## src/cmd_decoder_pkg.sv

```systemverilog
package cmd_decoder_pkg;

	localparam int CMD_W = 16;
	localparam logic [15:0] CMD_WORD_RESET = 16'h0000;
	localparam int DECADE_MAX = 999;

	// state-machine profile bit positions
	localparam int SM_SWITCH_ON_BIT = 0;
	localparam int SM_VOLTAGE_BIT = 1;
	localparam int SM_QUICK_STOP_BIT = 2;
	localparam int SM_ENABLE_OP_BIT = 3;
	localparam int SM_FAULT_RESET_BIT = 7;
	localparam int SM_HALT_BIT = 8;
	localparam int SM_ASSIGN_LO = 11;
	localparam logic [15:0] SM_RESERVED_MASK = 16'h0670;
	localparam logic [15:0] SM_ASSIGN_MASK = 16'hF800;

	// i/o profile bit positions
	localparam int IO_FWD_LEVEL_BIT = 0;
	localparam int IO_RUN_AUTH_BIT = 0;
	localparam int IO_FWD_EDGE_BIT = 1;
	localparam logic [15:0] IO2_ASSIGN_MASK = 16'hFFFE;
	localparam logic [15:0] IO3_ASSIGN_MASK = 16'hFFFC;

	typedef enum logic [1:0] {
		SRC_TERMINALS,
		SRC_DISPLAY_TERMINAL,
		SRC_SERIAL_NETWORK,
		SRC_FIELDBUS_MODULE
	} cmd_source_e;

	localparam cmd_source_e SOURCE_RESET = SRC_TERMINALS;

	typedef enum logic [1:0] {
		MODE_STATE_MACHINE,
		MODE_IO_2WIRE,
		MODE_IO_3WIRE
	} ctrl_mode_e;

	typedef struct packed {
		logic switch_on;
		logic voltage_enable;
		logic quick_stop;
		logic enable_operation;
		logic fault_reset;
		logic halt;
	} sm_cmd_s;

	typedef struct packed {
		logic forward_level;
		logic run_authorized;
		logic forward_start;
		logic stop_forced;
	} io_cmd_s;

	typedef struct packed {
		logic [9:0] wh;
		logic [9:0] kwh;
		logic [9:0] mwh;
		logic [9:0] gwh;
	} energy_s;

endpackage

```

## src/drive_command_word_decoder.sv

```systemverilog
`timescale 1ns/1ps
// Summary of operation
// - energy shown as Wh/kWh/MWh/GWh fields, 0-999
// - one command channel selected; terminals default
// - fieldbus channel valid only with module present
// - non-I/O control mode uses state-machine layout
// - state machine bit 0 high requests switch-on
// - bit 1 low disables voltage
// - bit 2 low requests quick stop
// - bit 3 high enables operation (run)
// - fault reset on bit 7 rising edge only
// - bit 8 high halts, stays operation enabled
// - bits 4-6,9,10 zero (not enforced: ignored by decode, kept in the word); 11-15 assignable
// - 2-wire bit 0 is forward level; others assignable
// - 2-wire bit 0 fixed, not reassignable
// - fixed I/O bits act only on active channel
// - 3-wire bit 0 is run authorization
// - 3-wire forward starts on bit 1 rising edge
// - 3-wire bits 0,1 fixed; 2-15 assignable
module drive_command_word_decoder
	import cmd_decoder_pkg::*;
(
	input wire logic sys_clk,
	input wire logic resetn,
	input wire logic [15:0] cmd_wr_data,
	input wire logic cmd_wr_en,
	input cmd_source_e cmd_wr_source,
	input cmd_source_e source_select,
	input wire logic source_select_wr,
	input wire logic fieldbus_present,
	input ctrl_mode_e ctrl_mode,
	input wire logic energy_wh_tick,
	output logic [15:0] drive_command_word,
	output cmd_source_e active_source,
	output logic word_channel_active,
	output sm_cmd_s sm_cmd,
	output io_cmd_s io_cmd,
	output logic [15:0] assignable_bits,
	output energy_s energy
);

	typedef struct packed {
		logic [15:0] word;
		cmd_source_e word_source;
		cmd_source_e source;
		logic fault_prev;
		logic fwd_prev;
		logic word_seen;
		sm_cmd_s sm;
		io_cmd_s io;
		logic [15:0] assign_bits;
		logic chan_active;
	} state_s;

	state_s state_reg;
	state_s state_next;
	logic [1:0] rst_sync;
	logic rst_n;

	// reset released through two flops, asserted at once
	always_ff @(posedge sys_clk or negedge resetn) begin
		if (!resetn) begin
			rst_sync <= 2'b00;
		end else begin
			rst_sync <= {rst_sync[0], 1'b1};
		end
	end
	assign rst_n = rst_sync[1];

	function automatic logic source_ok(input cmd_source_e s,
		input logic fb_present);
		case (s)
			SRC_FIELDBUS_MODULE: source_ok = fb_present;
			SRC_TERMINALS,
			SRC_DISPLAY_TERMINAL,
			SRC_SERIAL_NETWORK: source_ok = 1'b1;
			default: source_ok = 1'b0;
		endcase
	endfunction

	logic [15:0] w;
	logic active;
	logic fault_rise;
	logic fwd_rise;

	always_comb begin
		state_next = state_reg;
		w = state_reg.word;
		if (cmd_wr_en) begin
			w = cmd_wr_data;
			state_next.word = cmd_wr_data;
			state_next.word_source = cmd_wr_source;
			state_next.word_seen = 1'b1;
		end
		// a bad selection is refused, the previous channel stays
		if (source_select_wr && source_ok(source_select, fieldbus_present)) begin
			state_next.source = source_select;
		end
		// losing the module drops the fieldbus channel back to terminals
		if (state_next.source == SRC_FIELDBUS_MODULE && !fieldbus_present) begin
			state_next.source = SOURCE_RESET;
		end
		active = state_reg.word_seen
			&& (state_next.word_source == state_next.source)
			&& source_ok(state_next.source, fieldbus_present);
		state_next.chan_active = active;
		// previous levels always track the word, so edges fire once
		fault_rise = w[SM_FAULT_RESET_BIT] && !state_reg.fault_prev;
		fwd_rise = w[IO_FWD_EDGE_BIT] && !state_reg.fwd_prev;
		state_next.fault_prev = w[SM_FAULT_RESET_BIT];
		state_next.fwd_prev = w[IO_FWD_EDGE_BIT];
		state_next.sm = '0;
		state_next.io = '0;
		state_next.assign_bits = 16'h0000;
		case (ctrl_mode)
			MODE_IO_2WIRE: begin
				// bit 0 is never passed as assignable
				state_next.io.forward_level =
					active && w[IO_FWD_LEVEL_BIT];
				state_next.assign_bits = w & IO2_ASSIGN_MASK;
			end
			MODE_IO_3WIRE: begin
				state_next.io.run_authorized =
					active && w[IO_RUN_AUTH_BIT];
				state_next.io.stop_forced =
					active && !w[IO_RUN_AUTH_BIT];
				state_next.io.forward_start =
					active && w[IO_RUN_AUTH_BIT] && fwd_rise;
				state_next.assign_bits = w & IO3_ASSIGN_MASK;
			end
			MODE_STATE_MACHINE: begin
				state_next.sm.switch_on = w[SM_SWITCH_ON_BIT];
				state_next.sm.voltage_enable = w[SM_VOLTAGE_BIT];
				state_next.sm.quick_stop = !w[SM_QUICK_STOP_BIT];
				state_next.sm.enable_operation = w[SM_ENABLE_OP_BIT];
				state_next.sm.fault_reset = fault_rise;
				state_next.sm.halt = w[SM_HALT_BIT];
				// reserved bits 4-6,9,10 are masked out here
				state_next.assign_bits = w & SM_ASSIGN_MASK;
			end
			default: begin
				// any other mode code still means the state-machine layout
				state_next.sm.switch_on = w[SM_SWITCH_ON_BIT];
				state_next.sm.voltage_enable = w[SM_VOLTAGE_BIT];
				state_next.sm.quick_stop = !w[SM_QUICK_STOP_BIT];
				state_next.sm.enable_operation = w[SM_ENABLE_OP_BIT];
				state_next.sm.fault_reset = fault_rise;
				state_next.sm.halt = w[SM_HALT_BIT];
				state_next.assign_bits = w & SM_ASSIGN_MASK;
			end
		endcase
	end

	always_ff @(posedge sys_clk or negedge rst_n) begin
		if (!rst_n) begin
			state_reg <= '{
				word: CMD_WORD_RESET,
				word_source: SOURCE_RESET,
				source: SOURCE_RESET,
				fault_prev: 1'b0,
				fwd_prev: 1'b0,
				word_seen: 1'b0,
				sm: '0,
				io: '0,
				assign_bits: 16'h0000,
				chan_active: 1'b0
			};
		end else begin
			state_reg <= state_next;
		end
	end

	energy_decades #(
		.FIELD_W(10)
	) u_energy (
		.sys_clk(sys_clk),
		.rst_n(rst_n),
		.wh_tick(energy_wh_tick),
		.energy(energy)
	);

	assign drive_command_word = state_reg.word;
	assign active_source = state_reg.source;
	assign word_channel_active = state_reg.chan_active;
	assign sm_cmd = state_reg.sm;
	assign io_cmd = state_reg.io;
	assign assignable_bits = state_reg.assign_bits;

endmodule

```

## src/energy_decades.sv

```systemverilog
`timescale 1ns/1ps
module energy_decades
	import cmd_decoder_pkg::*;
#(
	parameter int FIELD_W = 10
) (
	input wire logic sys_clk,
	input wire logic rst_n,
	input wire logic wh_tick,
	output energy_s energy
);

	typedef struct packed {
		energy_s cnt;
	} state_s;

	state_s state_reg;
	state_s state_next;

	function automatic logic at_max(input logic [9:0] v);
		at_max = (v == 10'(DECADE_MAX));
	endfunction

	// each field rolls 999 -> 0 and carries; with every field at 999 the whole count holds
	always_comb begin
		state_next = state_reg;
		if (wh_tick) begin
			if (!at_max(state_reg.cnt.wh)) begin
				state_next.cnt.wh = state_reg.cnt.wh + 10'h001;
			end else begin
				state_next.cnt.wh = 10'h000;
				if (!at_max(state_reg.cnt.kwh)) begin
					state_next.cnt.kwh = state_reg.cnt.kwh + 10'h001;
				end else begin
					state_next.cnt.kwh = 10'h000;
					if (!at_max(state_reg.cnt.mwh)) begin
						state_next.cnt.mwh = state_reg.cnt.mwh + 10'h001;
					end else begin
						state_next.cnt.mwh = 10'h000;
						if (!at_max(state_reg.cnt.gwh)) begin
							state_next.cnt.gwh = state_reg.cnt.gwh + 10'h001;
						end else begin
							state_next.cnt = state_reg.cnt;
						end
					end
				end
			end
		end
	end

	always_ff @(posedge sys_clk or negedge rst_n) begin
		if (!rst_n) begin
			state_reg <= '0;
		end else begin
			state_reg <= state_next;
		end
	end

	assign energy = state_reg.cnt;

endmodule

```

## config.mk

```make
export PLATFORM = sky130hd
export DESIGN_NAME = drive_command_word_decoder
export DESIGN_NICKNAME = d
export VERILOG_FILES = /design/src/cmd_decoder_pkg.sv /design/src/drive_command_word_decoder.sv /design/src/energy_decades.sv
export SDC_FILE = /design/constraint.sdc
export NUM_CORES = 1
export LEC_CHECK = 0
export ABC_AREA = 1
export BUFFER_PORTS_ARGS = -buffer_cell sky130_fd_sc_hd__buf_2
export CAP_MARGIN = 15
export CORE_ASPECT_RATIO = 0.7
export CORE_MARGIN = 2
export CORE_UTILIZATION = 60
export CTS_BUF_LIST = sky130_fd_sc_hd__clkbuf_8
export DETAILED_ROUTE_END_ITERATION = 16
export GPL_TIMING_DRIVEN = 0
export PLACE_DENSITY_LB_ADDON = 0.25
export SLEW_MARGIN = 20
export SYNTH_ARGS = -nofsm -noshare
export SYNTH_HDL_FRONTEND = slang
export SYNTH_SLANG_ARGS = --single-unit
```

## constraint.sdc

```tcl
create_clock -name sys_clk -period 8.3 [get_ports sys_clk]
set_clock_uncertainty 0.2 [all_clocks]
set_input_delay 1.245 -clock sys_clk [delete_from_list [all_inputs] [get_ports sys_clk]]
set_output_delay 1.245 -clock sys_clk [all_outputs]
set_load 0.01 [all_outputs]
```

== Word level (Yosys, flattened, before mapping) ==
Cells that the tools add are included.
Storage, ports and cells
  bits in registers: 92
  input bits: 28
  output and inout bits: 85
  word-level logic and storage cells: 84
Cells by class
  add/sub/neg operators: 4
  equal/unequal tests: 17
  multiplexer cells: 16
  bitwise logic cells: 1
  reduce and logical (&&, ||, !) cells: 23
Operators with widths (number)
  adder 10 x 1 -> 10 bit, second input constant: 4
  == test 10 bit, second input constant: 4
  2-to-1 mux 10 bit: 4
  2-to-1 mux 30 bit: 1
  one-hot mux 11 bit (2 select lines): 1
  2-to-1 mux 20 bit: 1
  2-to-1 mux 16 bit: 1
  == test 2 bit, second input constant: 6
  logical AND 1 bit: 9
  == test 2 x 1 -> 1 bit, second input constant: 3
  2-to-1 mux 2 bit: 3
  2-to-1 mux 6 bit: 1
  OR reduction 3 bit: 2
  logical NOT 1 bit: 5
  AND reduction 5 bit: 1
  logical NOT 2 bit: 2
  != test 4 bit, second input constant: 1
  one-hot mux 1 bit (2 select lines): 2
  AND reduction 4 bit: 1
  2-to-1 mux 3 bit: 1
  != test 3 bit, second input constant: 1
  AND reduction 3 bit: 1
  == test 2 bit: 1
  != test 2 bit, second input constant: 1
  4 further kinds: 4

== Longest topological paths before layout ==
  word-level depth: 15
  gate-level depth with buffers: 11
  depth with buffers taken out: 11

== By module ==
A second synthesis with hierarchy kept.
Unflattened totals
  cells, all modules: 612
  area, all modules: 4991.0 um2
Modules (own cells, without submodules)
  energy_decades: instances 1, cells each 399, area each 2813.9 um2, sequential area each 1001.0 um2
  drive_command_word_decoder: instances 1, cells each 213, area each 2177.1 um2, sequential area each 1276.2 um2

== Least setup slack after synthesis ==
No wires, ideal clock.
  path type: in2reg
  start point: input port cmd_wr_en
  end point: register state_reg, in the netlist io_cmd[0]
  setup time: 86 ps
  data arrival time: 2145 ps
  data required time: 8014 ps
  slack: 5869 ps
  stages: 7
  buffers on the path: 0
  path through: inv_1 -> or2_2 -> o21ai_0 -> inv_1 -> xor2_1 -> inv_1 -> nor3_1
RTL lines
  from (decl): line drive_command_word_decoder.sv:26  | input wire logic cmd_wr_en,
  to (signal assigned): line drive_command_word_decoder.sv:156  | state_reg <= '{
  to (signal assigned): line drive_command_word_decoder.sv:169  | state_reg <= state_next;
  to (decl): line drive_command_word_decoder.sv:55  | state_s state_reg;

== Worst setup path after layout ==
  start point: register u_energy.state_reg, in the netlist u_energy.energy[14]
  end point: output port energy[14] in the netlist's numbering
RTL lines
  from (decl): line energy_decades.sv:17  | state_s state_reg;
  from (signal assigned): line energy_decades.sv:55  | state_reg <= state_next;
  to (decl): line drive_command_word_decoder.sv:39  | output energy_s energy
No word-level cell between the ends.

==> flow_metrics.py <==
metrics = {
    "clock_network": {
        "post_cts_buffers": 0,
        "clk_latency_ps": 360,
        "clkTransAtPathRegs_ps": 90,
        "cts_root_buffer": "clkbuf_8",
        "cts.sink_count": 91,
        "cts_max_path_buffers": 2,
        "cts_resized": 0,
        "cts-htree-levels": 3,
        "ctsHoldBuffers": 0,
        "cts_made_buffers": 9,
        "cts_tree": "built",
    },
    "synth": {
        "ys_seq_elements": 91,
        "synth_cells": 521,
        "synth_top_area_frac": 0.497,
        "synth-async-reset-ratio": 1.00,
        "syn_nets": 555,
        "synth-main-ff-cell": "dfrtp_1",
        "ys_types": 32,
        "synth_warnings": 0,
        "syn_area_per_cell_sq_um": 8.79,
        "synth_area_leaders": "dfrtp_1 50%, buf_4 7.4%, nand2_1 7.2%",
        "synth_edf_count": 0,
        "seq_area_frac_synth": 0.497,
        "syn-cell-area_sq_mm": 0.00458,
        "yosysTopAreaCell": "dfrtp_1",
    },
    "layout": {
        "nFillCells": 563,
        "seqCellArea_sq_mm": 0.00228,
        "antenna_cells": 0,
        "fin_cells": 746,
        "nNetsFinal": 677,
        "multi_input_area_sq_mm": 0.00163,
        "final_cell_mix": "110 x buf_2, 90 x dfrtp_1, 88 x nand2_1",
        "largest_register_ffs": 40,
        "syn_to_final_growth_pct": 19.7,
        "finish.utilization": 0.746,
        "layout_commonest_cell": "buf_2",
        "postLayoutCellArea_sq_mm": 0.00548,
        "drive_gt1_frac": 0.326,
    },
    "route": {
        "drt_iter0_markers": 185,
        "wire_per_inst_um": 13.1,
        "vias": 3777,
        "drtPass1Iterations": 6,
        "final_antenna_net_count": 0,
        "wl_um": 9760,
        "drc": 0,
        "vias_per_cell": 5.06,
    },
    "timing": {
        "rsz0062_at_grt": "no",
        "period_share": 0.301,
        "fmax_mhz": 400,
        "holdWs_ps": 126,
        "tightestPinTransition_ps": 758,
        "drv_slew": 0,
        "worst_slack_ps": 5800,
        "min_period_ps": 2500,
        "setup-violations-final": 0,
        "max_slew_margin": 0.492,
        "hold_viol": 0,
        "fin_tns_setup_ps": 0,
    },
    "setup_path": {
        "slowest_stage": "dfrtp_1",
        "crit_type": "flip-flop to output port",
        "reg2reg_from": "u_energy.energy[10]$_DFFE_PN0P_",
        "crit_chain": "buf_2",
        "start_kind": "flip-flop",
        "crit_start": "u_energy.energy[14]$_DFFE_PN0P_",
        "crit_buf_inv": 1,
        "worstPathRequired_ps": 6860,
        "end_kind": "output port",
        "worstPathMaxFanout": 7,
        "critPathMaxStageDelay_ps": 510,
        "crit_family": "flip-flops",
        "cp.arrival_ps": 1050,
    },
    "run_status": {
        "status": "completed",
    },
    "die": {
        "io_pins": 113,
        "die-area_sq_mm": 0.00836,
        "rows": 26,
        "die_w_um": 108,
        "fp.coreArea_sq_mm": 0.00735,
        "die-height_um": 77.1,
        "start_util": 0.623,
    },
    "place": {
        "dp.cells": 730,
        "hpwl_um": 7290,
        "placed_area_sq_mm": 0.00529,
        "dp_slack_ps": 5500,
        "portBuffers": 110,
        "place_congestion": 0.922,
    },
    "power_and_ir_drop": {
        "cellPowerDensity_mw_per_mm2": 180,
        "netSwitchingFraction": 0.297,
        "p_sw_uw": 294,
        "p_int_uw": 696,
        "totalPowerFinal_uw": 990,
        "p_leak_nw": 2.94,
        "power_frac_comb": 0.173,
        "clkPwrFrac": 0.306,
        "peakVddDrop_mv": 0.129,
        "power.share.sequential": 0.521,
    },
    "grt": {
        "antenna_found_initial": 0,
        "met3_usage": 0.0561,
        "grt_first_pass_wirelength_um": 16600,
        "use_met2": 0.409,
        "overflow": 0,
        "grt_pass1_vias": 3674,
        "busiest_layer": "met2",
        "met1_usage": 0.334,
        "grt_start_max_net_pins": 52,
        "track_usage": 0.249,
    },
    "flow_run": {
        "maxCapViolations": 0,
    },
    "hold_path": {
        "hp-class": "flip-flop to async pin",
    },
}
==> worst reg2reg max path, stage by stage (launching register included) <==
cell and delay (ps):
dfrtp_1 430, ha_1 260, inv_1 100, nor3_1 240, nand3_2 280, nor2_4 200, nand2_1 80, nand3_2 180
buf_6 170, o21ai_0 90
==> per-layer routing <==
layer,vias to the layer above,part of all wire
met5,-,0
met4,0,0.0076
met3,9,0.065
met2,150,0.48
met1,1777,0.45
li1,1841,-
==> kinds of logic after synthesis <==
kind of cell	synth area share
flops	0.497
fa+ha+maj	0.0164
other cells	0.00164
simple gates	0.233
xor+xnor	0.0516
buf+inv	0.147
compound gates	0.0538
==> path summary, 6_finish.rpt <==
kind	endpoint	cells past startpoint	slack (ps)
worst max-delay path	energy[14]	1	5800
worst min-delay path	u_energy.energy[19]$_DFFE_PN0P_	0	130
worst max register to register	u_energy.energy[29]$_DFFE_PN0P_	9	5940
worst min register to register	u_energy.energy[19]$_DFFE_PN0P_	0	130
max in group asynchronous	drive_command_word[7]$_DFFE_PN0P_	1	7150
min in group sys_clk	rst_sync[1]$_DFF_PN0_	0	160
==> synth_stat cells (3+ instances only) <==
| library cell | number |
|---|---|
| a21oi_1 | 4 |
| buf_4 | 45 |
| clkbuf_1 | 3 |
| dfrtp_1 | 91 |
| ha_1 | 6 |
| inv_1 | 76 |
| inv_2 | 4 |
| nand2_1 | 88 |
| nand3_1 | 27 |
| nand3_2 | 3 |
| nand4_1 | 12 |
| nor2_1 | 36 |
| nor3_1 | 21 |
| nor3_2 | 3 |
| o21ai_0 | 37 |
| o31ai_1 | 3 |
| or2_2 | 16 |
| xnor2_1 | 3 |
| xor2_1 | 24 |
==> power by group through the flow <==
stage	sequential, mW	clock, mW	combinational, mW
final	0.515	0.303	0.171
after global routing	0.522	0.323	0.192
after floorplan	0.526	0	0.100
after global placement	0.525	0	0.160
after CTS	0.515	0.309	0.173
after detailed placement	0.523	0	0.172
==> area by class of cell <==
| class | instances | area share |
|---|---|---|
| tap | 98 | 0.0224 |
| clock inverter | 7 | 0.0137 |
| buffer | 50 | 0.0678 |
| timing repair buffer | 111 | 0.105 |
| sequential | 91 | 0.416 |
| clock buffer | 9 | 0.0226 |
| inverter | 80 | 0.0548 |
| multi-input combinational | 300 | 0.298 |
Power figures use the tool's default switching activity.
